[config.mk]
export PLATFORM = sky130hd
export DESIGN_NAME = msh_host_if
export DESIGN_NICKNAME = d
export VERILOG_FILES = /design/src/design/msh_pkg.sv /design/src/design/msh_sync.sv /design/src/design/msh_host_if.sv
export SDC_FILE = /design/constraint.sdc
export NUM_CORES = 1
export LEC_CHECK = 0
export ABC_CLOCK_PERIOD_IN_PS = 2300
export BUFFER_PORTS_ARGS = -buffer_cell sky130_fd_sc_hd__buf_4
export CAP_MARGIN = 20
export CORE_UTILIZATION = 41
export CTS_CLUSTER_DIAMETER = 80
export DETAILED_ROUTE_END_ITERATION = 16
export SYNTH_ARGS = -nofsm -noshare
export SYNTH_HDL_FRONTEND = slang
export SYNTH_SLANG_ARGS = --single-unit
export TNS_END_PERCENT = 30
[constraint.sdc]
create_clock -name clk -period 2.3 [get_ports clk]
set_clock_uncertainty 0.2 [all_clocks]
set_input_delay 0.345 -clock clk [delete_from_list [all_inputs] [get_ports clk]]
set_output_delay 0.345 -clock clk [all_outputs]
set_load 0.05 [all_outputs]
[src/design/msh_pkg.sv]
// Package with constants for the modem serial host interface
package msh_pkg;
  // ==========================================================
  // Frame
  localparam int unsigned FRAME_BITS = 24;
  localparam int unsigned CNT_W      = 5;
  localparam logic [4:0]  CNT_LAST   = 5'h18;
  // ==========================================================
  // Timing
  localparam int unsigned CLK_MHZ         = 100;
  localparam int unsigned SCLK_MAX_KHZ    = 12500;
  localparam int unsigned SCLK_MIN_CYCLES = (CLK_MHZ * 1000) / SCLK_MAX_KHZ;
  // ==========================================================
  // Reset values
  localparam logic [23:0] WORD_RST  = 24'h000000;
  localparam logic [7:0]  MASK_RST  = 8'h00;
  localparam logic [1:0]  IRQ_CFG_RST = 2'h0;
  localparam logic [2:0]  PIN_RST   = 3'h6; // Pins idle: select high, serial clock high, data low
  // ==========================================================
  // Interrupt config fields
  localparam int unsigned IRQ_CFG_EDGE = 0;
  localparam int unsigned IRQ_CFG_POS  = 1;
  // ==========================================================
  // Clock scheme codes
  localparam logic [1:0] CS_XTAL_FWD = 2'h0;
  localparam logic [1:0] CS_INT_FWD  = 2'h1;
  localparam logic [1:0] CS_EXT      = 2'h2;
  localparam logic [1:0] CS_INT      = 2'h3;
endpackage

[src/design/msh_sync.sv]
// Two-flop synchroniser for asynchronous pins
`timescale 1ns/1ps
`default_nettype none
module msh_sync #(
  parameter int unsigned  W   = 1,
  parameter logic [W-1:0] RST = '0
) (
  // Clock and reset
  input  wire logic         clk,
  input  wire logic         rstn,
  // Data
  input  wire logic [W-1:0] din,
  output logic      [W-1:0] dout
);
  logic [W-1:0] meta_ff;
  logic [W-1:0] sync_ff;
  logic [W-1:0] nxt_meta;
  logic [W-1:0] nxt_sync;

  always_comb
  begin
    nxt_meta = din;
    nxt_sync = meta_ff;
  end

  always_ff @(posedge clk or negedge rstn)
  begin
    if (!rstn)
    begin
      meta_ff <= RST;
      sync_ff <= RST;
    end
    else
    begin
      meta_ff <= nxt_meta;
      sync_ff <= nxt_sync;
    end
  end

  assign dout = sync_ff;
endmodule // msh_sync
`default_nettype wire

[src/design/msh_host_if.sv]
// Serial host interface of the modem: framing, shifting, interrupt, straps
`timescale 1ns/1ps
`default_nettype none
// Notes on behaviour
// - Input bits are shifted in only while chip select is low.
// - With chip select high the data output floats and input activity is ignored.
// - Input bits are captured on the first 24 falling serial clock edges of a frame into a 24-bit register.
// - Output data changes on rising edges so it is valid at the falling edge.
// - Reset low powers the block down and clears all state; high resumes.
// - The interrupt pin can be edge or level type, positive or negative polarity.
// - Only events enabled in the mask may raise the interrupt.
// - A low oscillator-disable strap enables the crystal oscillator, high disables it.
// - With internal or crystal clock the clock pin may forward the running clock.
// - The clock scheme comes from the two clock strap levels together.
// - A high reference strap enables the internal reference, low selects external.
// - A high filter strap enables the internal filter, low bypasses it.
module msh_host_if (
  // Clock and reset
  input  wire logic        clk,
  input  wire logic        rstn,
  // Serial pins
  input  wire logic        cs_n,
  input  wire logic        sclk,
  input  wire logic        sdi,
  output logic             sdo_o,
  output logic             sdo_oe_n,
  // Words to and from the core
  input  wire logic [23:0] tx_word,
  output logic      [23:0] rx_word,
  output logic             rx_valid,
  output logic             frame_err,
  // Interrupt
  input  wire logic [7:0]  event_in,
  input  wire logic [7:0]  irq_mask,
  input  wire logic [1:0]  irq_cfg,
  output logic             irq,
  // Straps and clock
  input  wire logic        crystal_osc_disable_strap,
  input  wire logic        clock_scheme_strap0,
  input  wire logic        clock_scheme_strap1,
  input  wire logic        ref_select_strap,
  input  wire logic        internal_filter_select,
  input  wire logic        clk_out_enable,
  input  wire logic        run_clock,
  output logic             forwarded_clock_pin,
  output logic             crystal_osc_enable,
  output logic             internal_osc_select,
  output logic             internal_ref_enable,
  output logic             internal_filter_enable,
  output logic             powered_up
);
  // ==========================================================
  // Pin synchronisers
  logic [2:0] pin_s;
  logic [4:0] strap_s;
  msh_sync #(.W(3), .RST(msh_pkg::PIN_RST)) u_pin_sync (.clk(clk), .rstn(rstn),
    .din({cs_n, sclk, sdi}), .dout(pin_s)); // Idle reset value avoids a false select edge
  msh_sync #(.W(5)) u_strap_sync (
    .clk  (clk),
    .rstn (rstn),
    .din  ({crystal_osc_disable_strap, clock_scheme_strap1, clock_scheme_strap0,
            ref_select_strap, internal_filter_select}),
    .dout (strap_s)
  );
  logic cs_s;
  logic sclk_s;
  logic sdi_s;
  assign cs_s   = pin_s[2];
  assign sclk_s = pin_s[1];
  assign sdi_s  = pin_s[0];
  // ==========================================================
  // Serial engine
  logic        sclk_d_ff;
  logic        cs_d_ff;
  logic [23:0] shift_ff;
  logic [23:0] tx_sh_ff;
  logic [4:0]  cnt_ff;
  logic        sdo_ff;
  logic        oe_n_ff;
  logic [23:0] rx_word_ff;
  logic        rx_valid_ff;
  logic        err_ff;
  logic        nxt_sclk_d;
  logic        nxt_cs_d;
  logic [23:0] nxt_shift;
  logic [23:0] nxt_tx_sh;
  logic [4:0]  nxt_cnt;
  logic        nxt_sdo;
  logic        nxt_oe_n;
  logic [23:0] nxt_rx_word;
  logic        nxt_rx_valid;
  logic        nxt_err;
  logic        fall;
  logic        rise;
  logic        cs_fall;
  logic        cs_rise;
  assign fall    = sclk_d_ff & ~sclk_s;
  assign rise    = ~sclk_d_ff & sclk_s;
  assign cs_fall = cs_d_ff & ~cs_s;
  assign cs_rise = ~cs_d_ff & cs_s;
  always_comb
  begin
    nxt_sclk_d   = sclk_s;
    nxt_cs_d     = cs_s;
    nxt_shift    = shift_ff;
    nxt_tx_sh    = tx_sh_ff;
    nxt_cnt      = cnt_ff;
    nxt_sdo      = sdo_ff;
    nxt_oe_n     = cs_s;
    nxt_rx_word  = rx_word_ff;
    nxt_rx_valid = 1'b0;
    nxt_err      = 1'b0;
    if (cs_fall)
    begin
      nxt_cnt   = 5'h00;
      nxt_tx_sh = {tx_word[22:0], 1'b0};
      nxt_sdo   = tx_word[23];
    end
    else if (!cs_s)
    begin
      if (fall && cnt_ff != msh_pkg::CNT_LAST)
      begin
        nxt_shift = {shift_ff[22:0], sdi_s};
        nxt_cnt   = cnt_ff + 5'h01;
      end
      if (rise && cnt_ff != 5'h00)
      begin
        nxt_sdo   = tx_sh_ff[23];
        nxt_tx_sh = {tx_sh_ff[22:0], 1'b0};
      end
    end
    if (cs_rise)
    begin
      if (cnt_ff == msh_pkg::CNT_LAST)
      begin
        nxt_rx_word  = shift_ff;
        nxt_rx_valid = 1'b1;
      end
      else
      begin
        nxt_err = 1'b1;
      end
    end
  end
  always_ff @(posedge clk or negedge rstn)
  begin
    if (!rstn)
    begin
      sclk_d_ff   <= 1'b0;
      cs_d_ff     <= 1'b1;
      shift_ff    <= msh_pkg::WORD_RST;
      tx_sh_ff    <= msh_pkg::WORD_RST;
      cnt_ff      <= 5'h00;
      sdo_ff      <= 1'b0;
      oe_n_ff     <= 1'b1;
      rx_word_ff  <= msh_pkg::WORD_RST;
      rx_valid_ff <= 1'b0;
      err_ff      <= 1'b0;
    end
    else
    begin
      sclk_d_ff   <= nxt_sclk_d;
      cs_d_ff     <= nxt_cs_d;
      shift_ff    <= nxt_shift;
      tx_sh_ff    <= nxt_tx_sh;
      cnt_ff      <= nxt_cnt;
      sdo_ff      <= nxt_sdo;
      oe_n_ff     <= nxt_oe_n;
      rx_word_ff  <= nxt_rx_word;
      rx_valid_ff <= nxt_rx_valid;
      err_ff      <= nxt_err;
    end
  end
  assign sdo_o     = sdo_ff;
  assign sdo_oe_n  = oe_n_ff;
  assign rx_word   = rx_word_ff;
  assign rx_valid  = rx_valid_ff;
  assign frame_err = err_ff;
  // ==========================================================
  // Interrupt
  logic       irq_ff;
  logic       act_d_ff;
  logic       nxt_irq;
  logic       nxt_act_d;
  logic       active;
  assign active = |(event_in & irq_mask);
  always_comb
  begin
    nxt_act_d = active;
    if (irq_cfg[msh_pkg::IRQ_CFG_EDGE])
      nxt_irq = (active & ~act_d_ff) ^ ~irq_cfg[msh_pkg::IRQ_CFG_POS];
    else
      nxt_irq = active ^ ~irq_cfg[msh_pkg::IRQ_CFG_POS];
  end
  always_ff @(posedge clk or negedge rstn)
  begin
    if (!rstn)
    begin
      irq_ff   <= 1'b0;
      act_d_ff <= 1'b0;
    end
    else
    begin
      irq_ff   <= nxt_irq;
      act_d_ff <= nxt_act_d;
    end
  end
  assign irq = irq_ff;
  // ==========================================================
  // Straps and clock forwarding
  logic xo_ff;
  logic io_ff;
  logic ref_ff;
  logic flt_ff;
  logic fwd_ff;
  logic pwr_ff;
  logic nxt_xo;
  logic nxt_io;
  logic nxt_ref;
  logic nxt_flt;
  logic nxt_fwd;
  logic [1:0] scheme;
  assign scheme = strap_s[3:2];
  always_comb
  begin
    nxt_xo  = ~strap_s[4];
    nxt_io  = strap_s[4] & (scheme == msh_pkg::CS_INT_FWD || scheme == msh_pkg::CS_INT);
    nxt_ref = strap_s[1];
    nxt_flt = strap_s[0];
    nxt_fwd = 1'b0;
    if (clk_out_enable && scheme != msh_pkg::CS_EXT && (nxt_xo || nxt_io))
      nxt_fwd = run_clock;
  end
  always_ff @(posedge clk or negedge rstn)
  begin
    if (!rstn)
    begin
      xo_ff  <= 1'b0;
      io_ff  <= 1'b0;
      ref_ff <= 1'b0;
      flt_ff <= 1'b0;
      fwd_ff <= 1'b0;
      pwr_ff <= 1'b0;
    end
    else
    begin
      xo_ff  <= nxt_xo;
      io_ff  <= nxt_io;
      ref_ff <= nxt_ref;
      flt_ff <= nxt_flt;
      fwd_ff <= nxt_fwd;
      pwr_ff <= 1'b1;
    end
  end
  assign crystal_osc_enable     = xo_ff;
  assign internal_osc_select    = io_ff;
  assign internal_ref_enable    = ref_ff;
  assign internal_filter_enable = flt_ff;
  assign forwarded_clock_pin    = fwd_ff;
  assign powered_up             = pwr_ff;
  // ==========================================================
  // Assertions
  a_oe_follows_cs: assert property (@(posedge clk) disable iff (!rstn)
    cs_s |=> sdo_oe_n) else $error("data output driven while deselected");
  a_no_shift_idle: assert property (@(posedge clk) disable iff (!rstn)
    cs_s && !cs_fall |=> $stable(shift_ff)) else $error("shift while deselected");
  a_shift_on_fall: assert property (@(posedge clk) disable iff (!rstn)
    !cs_s && !cs_fall && fall && cnt_ff < msh_pkg::CNT_LAST |=> shift_ff[0] == $past(sdi_s))
    else $error("bit not captured on falling edge");
  a_sdo_on_rise: assert property (@(posedge clk) disable iff (!rstn)
    !cs_s && fall |=> $stable(sdo_o)) else $error("output moved at falling edge");
  a_frame_done: assert property (@(posedge clk) disable iff (!rstn)
    cs_rise && cnt_ff == msh_pkg::CNT_LAST |=> rx_valid && rx_word == $past(shift_ff))
    else $error("full frame not delivered");
  a_frame_short: assert property (@(posedge clk) disable iff (!rstn)
    cs_rise && cnt_ff != msh_pkg::CNT_LAST |=> frame_err && !rx_valid)
    else $error("short frame not flagged");
  a_irq_masked: assert property (@(posedge clk) disable iff (!rstn)
    (event_in & irq_mask) == 8'h00 ##1 (event_in & irq_mask) == 8'h00
    |=> irq == ~irq_cfg[1]) else $error("masked event raised interrupt");
  a_irq_level: assert property (@(posedge clk) disable iff (!rstn)
    !irq_cfg[0] && $stable(irq_cfg) |=> (irq == $past(irq_cfg[1])) == $past(active))
    else $error("level interrupt wrong");
  a_strap_map: assert property (@(posedge clk) disable iff (!rstn)
    1'b1 |=> crystal_osc_enable == !$past(strap_s[4]) && internal_ref_enable == $past(strap_s[1])
    && internal_filter_enable == $past(strap_s[0])) else $error("strap mapping wrong");
  a_fwd_gated: assert property (@(posedge clk) disable iff (!rstn)
    !clk_out_enable |=> !forwarded_clock_pin) else $error("clock forwarded while off");
  c_full_frame: cover property (@(posedge clk) disable iff (!rstn) rx_valid);
  c_short_frame: cover property (@(posedge clk) disable iff (!rstn) frame_err);
  c_irq_edge: cover property (@(posedge clk) disable iff (!rstn) irq_cfg[0] && irq);
endmodule // msh_host_if
`default_nettype wire

==> results of run 1 <==
-- cells in the final DEF (no fill, tap or decap), types with 2 or more instances in the layout --
cell / synthesis / layout
dfrtp_1: 100 / 100
a22oi_1: 2 / 2
ha_1: 2 / 2
a221o_1: 4 / 4
nand4_1: 4 / 4
buf_4: 4 / 97
buf_12: 1 / 2
o22a_1: 38 / 38
nand3_1: 5 / 5
nor2_1: 6 / 6
clkbuf_8: 0 / 9
nand2_1: 7 / 7
xor2_1: 3 / 3
inv_8: 0 / 3
dfstp_2: 5 / 5
and2_1: 2 / 2
inv_1: 4 / 4
mux2_1: 3 / 3
dlygate4sd3_1: 0 / 16
o21ai_0: 5 / 5
mux2_2: 45 / 45
-- power groups by stage --
| stage | Clock, mW | Combinational (mW) | Sequential (mW) |
|---|---|---|---|
| floorplan | 0 | 0.186 | 2.10 |
| global placement | 0 | 0.378 | 2.08 |
| detailed placement | 0 | 0.385 | 2.08 |
| CTS | 1.27 | 0.404 | 2.04 |
| global route | 1.34 | 0.440 | 2.06 |
| finish | 1.22 | 0.399 | 2.04 |
-- cell families after synthesis --
| group | Yosys count | share of synthesized area, % |
|---|---|---|
| buf+inv | 20 | 3.27 |
| fa+ha+maj | 2 | 0.617 |
| xor+xnor | 4 | 0.864 |
| compound gates | 56 | 11.6 |
| simple gates | 34 | 5.25 |
| mux | 48 | 13.3 |
| flops | 105 | 64.9 |
| other cells | 1 | 0.0925 |
-- area by class of cell --
class	instances	area, um^2
clock inverters	7	96.3
flip-flops and latches	105	2630
clock buffers	9	124
well taps	129	161
fillers	809	4160
inverters	5	18.8
repair buffers	115	928
multi-input cells	145	1290
-- registers in the layout, summed over array words and instances (netlist names), 3 cells and up --
name,count
u_strap_sync.dout,5
cnt_ff,5
u_strap_sync.meta_ff,5
rx_word,24
u_pin_sync.dout,3
tx_sh_ff,23
u_pin_sync.meta_ff,3
shift_ff,24
-- critical path: stages, from the launching register on --
cell and delay, ps:
dfrtp_1 440, inv_1 80, ha_1 150, nand4b_1 240, nor3b_4 280, buf_4 270
mux2_2 360
-- Yosys cell counts, types with 2 or more instances --
cell type  instances
dfrtp_1          100
mux2_2            45
o22a_1            38
nand2_1            7
nor2_1             6
dfstp_2            5
nand3_1            5
o21ai_0            5
a221o_1            4
buf_4              4
inv_1              4
nand4_1            4
buf_6              3
clkbuf_1           3
mux2_1             3
xor2_1             3
a22oi_1            2
and2_1             2
buf_2              2
ha_1               2
-- metrics by stage --
step,cells,util (%)
finish,515,55.8
global placement,483,51.7
global route,515,55.8
detailed placement,483,51.7
CTS,513,55.6
floorplan,270,-
-- timing repair --
item,CTS,global route
resized for setup,0,0
buffers inserted,0,0
hold endpoints to repair,40,2
hold buffers,14,2
-- routing by layer --
metal	vias up	track usage (%)
li1	1213	-
met1	1282	21.5
met2	73	24.7
met3	10	3.86
met4	0	5.69
met5	-	0
-- worst paths after layout --
path                                    startpoint                   end  slack, ps  depth (start not counted)
setup / recovery                         cnt_ff[0]           rx_word[19]        160                          6
hold / removal                         tx_word[23]                 sdo_o         20                          2
setup reg to reg                         cnt_ff[0]           rx_word[19]        160                          6
hold reg to reg            u_strap_sync.meta_ff[4]  u_strap_sync.dout[4]        160                          0
max in group asynchronous                     rstn          tx_sh_ff[20]        930                          3
min in group asynchronous                     rstn    crystal_osc_enable        270                          2
==> results_dict.tcl, run 1 <==
set metrics [dict create \
    drt_pre_antenna_iters 3 \
    switching_power_uw 936 \
    drt-met1-wl_um 3500 \
    cellInternalPower_mw 2.72 \
    holdWs_ps 19.0 \
    max_clock_freq_mhz 468 \
    synthArstFlopShare_pct 100 \
    hold_class "in -> reg" \
    dpl_cell_area_um2 4870 \
    grt_pass1_vias 2649 \
    ir_drop_mv 0.283 \
    h-tree-depth 3 \
    die_w_um 101 \
    ys_warn_count 0 \
    dp_hpwl_um 4880 \
    period_minus_slack_ps 2140 \
    routedWlPerCell_um 14.1 \
    initial_core_util_pct 43.1 \
    wl_met3_um 325 \
    critPathArrivalTime_ps 2200 \
    grt_overflow 0 \
    cp_max_fo 15 \
    syn-instance-count 270 \
    drive_above_1_share_pct 44.0 \
    rows 35 \
    insertedDiodeCount 0 \
    highest_layer "met4" \
    clock_path_buffers 2 \
    power_density_nw_per_um2 696 \
    die_area_um2 10300 \
    cts_buffers 9 \
    io_pins 89 \
    setup_violations 0 \
    yosys.area.top_type "dfrtp_1" \
    outcome "finished, final reports clean" \
    wl_met2_um 3360 \
    start_kind "flip-flop" \
    setup_tns_ps 0 \
    yosys.area.top_type_share_pct 61.7 \
    finalCritPeriodShare_pct 92.9 \
    drc 0 \
    grt_start_max_net_pins 49 \
    synth_seq_cells 105 \
    via_count 2578 \
    pwr-share-seq_pct 55.8 \
    path_clk_slew_ps 100 \
    dp_slack_ps 179 \
    syn_nets 326 \
    drt-initial-drc-count 81 \
    pwr-share-comb_pct 10.9 \
    nets 437 \
    drv_slew 0 \
    gp_congestion 0.761 \
    io_buffers 88 \
    endpoint_kind "flip-flop" \
    synth_area_um2 4060 \
    fin_area_um2 5250 \
    p_sw_share_pct 25.6 \
    syn_to_final_growth_pct 29.5 \
    routed_wirelength_um 7280 \
    core_area_um2 9420 \
    ant_nets 0 \
    yosys-top-cells-area "dfrtp_1 62%, mux2_2 12%, o22a_1 8.2%" \
    synth_edf_count 0 \
    root_buffer "clkbuf_8" \
    synthDistinctLibCells 43 \
    setup_ws_ps 162 \
    grt_pass1_wl_um 12600 \
    postSynthAreaPerCell_um2 15.0 \
    p_leak_nw 2.50 \
    clkPwrFrac_pct 33.3 \
    power_mw 3.66 \
    yosysSeqAreaShare_pct 64.9 \
    grt_use_total_pct 15.8 \
    maxCapViolCount 0 \
    synth-main-ff-cell "dfrtp_1" \
    path_class "reg -> reg" \
    cts.sinks 105 \
    cp_data_required_time_ps 2360 \
    die_h_um 101 \
    antenna_found_initial 0 \
    viasPerCell 5.01 \
    finalHoldViolCount 0 \
    rsz0062_at_grt "no" \
    insertion_delay_ps 360 \
    cts_tree "yes" \
]
Note: power is estimated with default switching activity, not from simulation.
==> inputs of run 2 (changes only) <==
- GPL_TIMING_DRIVEN: not set -> 0
- RECOVER_POWER: not set -> 25
==> run 2 against run 1 <==
Critical path depth rose by 1. Count of clock-buffer cells in the layout did not move. Global-route usage is 0.63 points lower. Maximum frequency fell by 2.7%. Total power down 3.6%. Hold slack improved by 4.0 ps. Flip-flop and latch count stayed put. First-iteration DRC count fell by 27%. Routed wire length grew 0.51%. Via count rose by 2.4%. Final cell count grew 2.1%. Register-to-register slack got worse by 60 ps. Critical endpoint is now rx_word[9]. Largest cell class unchanged. Largest power group unchanged. Highest routed layer unchanged.
==> results_dict.tcl, run 2 (synthesis results as in run 1) <==
set metrics [dict create \
    grt_start_max_net_pins 62 \
    setup_violations 0 \
    finalHoldViolCount 0 \
    pwr-share-comb_pct 11.6 \
    p_sw_share_pct 26.1 \
    start_kind "flip-flop" \
    via_count 2639 \
    clkPwrFrac_pct 30.6 \
    path_clk_slew_ps 110 \
    drc 0 \
    io_pins 89 \
    cts_buffers 9 \
    r2r_slack_ps 100 \
    grt_pass1_vias 2621 \
    insertion_delay_ps 360 \
    die_h_um 101 \
    path_class "reg -> reg" \
    p_leak_nw 2.53 \
    hold_class "in -> reg" \
    cts.sinks 105 \
    drv_slew 0 \
    critPathArrivalTime_ps 2250 \
    die_w_um 101 \
    fin_area_um2 5300 \
    grt_overflow 0 \
    io_buffers 88 \
    endpoint_kind "flip-flop" \
    grt_use_total_pct 15.2 \
    nets 448 \
    cp_max_fo 10 \
    setup.worst_path.end "rx_word[9]" \
    worst_pin_slew_ps 1160 \
    ant_nets 0 \
    dp_hpwl_um 4890 \
    grt_pass1_wl_um 12000 \
    rows 35 \
    gp_congestion 0.771 \
    ir_drop_mv 0.334 \
    root_buffer "clkbuf_8" \
    rr_startpoint "cnt_ff[0]" \
    die_area_um2 10300 \
    holdWs_ps 23.1 \
    clock_path_buffers 2 \
    pwr-share-seq_pct 57.7 \
    routed_wirelength_um 7320 \
    drt_pre_antenna_iters 4 \
    h-tree-depth 3 \
    cp_data_required_time_ps 2350 \
    period_minus_slack_ps 2200 \
    syn_to_final_growth_pct 30.8 \
    routedWlPerCell_um 13.9 \
    mostFrequentLayoutCells "100 x dfrtp_1, 87 x buf_4, 45 x mux2_2" \
    power_density_nw_per_um2 665 \
    antenna_found_initial 0 \
    maxSlewHeadroom_pct 22.9 \
    outcome "finished, final reports clean" \
    finalCritPeriodShare_pct 95.6 \
    cellInternalPower_mw 2.61 \
    core_area_um2 9420 \
    max_clock_freq_mhz 455 \
    cts_tree "yes" \
    insertedDiodeCount 0 \
    reg2reg_to "rx_word[9]" \
    viasPerCell 5.02 \
    crit_start "cnt_ff[0]" \
    fin_cells 526 \
    switching_power_uw 920 \
    maxCapViolCount 0 \
    worstRegToRegCells 7 \
    drive_above_1_share_pct 44.6 \
    initial_core_util_pct 43.1 \
    layout_commonest_cell "dfrtp_1" \
    drt-initial-drc-count 59 \
    dp.cells 488 \
    dpl_cell_area_um2 4900 \
]
[run 2: cell types whose count changed in the layout (fill, tap and decap cells not counted), sizes merged]
cell         delta
clkbuf         +14
buf             -2
inv             +2
bufinv          -1
clkinvlp        -1
dlygate4sd3     -1
[run 2: worst min-delay path by stage]
stage,startpoint,end,slack (ps),depth (start not counted)
6_report,tx_word[22],tx_sh_ff[23],20,2
3_3_place_gp,u_strap_sync.meta_ff[3],u_strap_sync.dout[3],130,0
4_1_cts,tx_word[22],tx_sh_ff[23],4,2
2_1_floorplan,rstn,act_d_ff,-150,0
3_5_place_dp,u_strap_sync.dout[1],internal_ref_enable,130,0
5_1_grt,tx_word[20],tx_sh_ff[21],9,2
[run 2: cell type report]
cell class	instances	area (um^2)
tap	129	161
timing repair buffer	111	888
inverter	5	18.8
clock inverter	7	60.1
fill	815	4110
clock buffer	9	124
sequential	105	2630
multi-input combinational	145	1300
buffer	15	121
[run 2: metal layers]
layer,part of all wire (%),global-route usage [%]
met5,0,0
met4,0.68,5.35
met3,6.2,4.90
met2,48,24.5
met1,45,19.3
[run 2: power groups by stage]
| stage | clock network (mW) | logic (mW) | registers [mW] |
|---|---|---|---|
| after floorplan | 0 | 0.186 | 2.10 |
| after global placement | 0 | 0.380 | 2.07 |
| after detailed placement | 0 | 0.395 | 2.07 |
| after CTS | 1.13 | 0.416 | 2.04 |
| after global routing | 1.20 | 0.448 | 2.05 |
| final | 1.08 | 0.409 | 2.04 |
[run 2: critical path: stages (launching register included)]
cell and delay (ps):
dfrtp_1 440, inv_1 80, ha_1 160, nand4b_1 250, nor3b_4 250, buf_4 190, buf_6 160, mux2_2 340
[run 2: timing repair]
item | CTS | global route
pin swaps | 1 | 2
setup endpoints to repair | 38 | 38
hold buffers | 15 | 0
setup buffers | 0 | 7
endpoints found under the hold margin | 52 | 0
resized for setup | 1 | 3
[run 2: through the flow]
stage | TNS [ps] | util, % | total power, mW | setup slack, ps
6_report | 0 | 56.3 | 3.53 | 102
5_1_grt | -593 | 56.3 | 3.70 | -41.6
4_1_cts | -847 | 55.7 | 3.58 | -58.4
3_5_place_dp | -2190 | 52.1 | 2.47 | -79.8
3_3_place_gp | -752 | 51.8 | 2.45 | -33.6
2_1_floorplan | 0 | - | 2.29 | 255
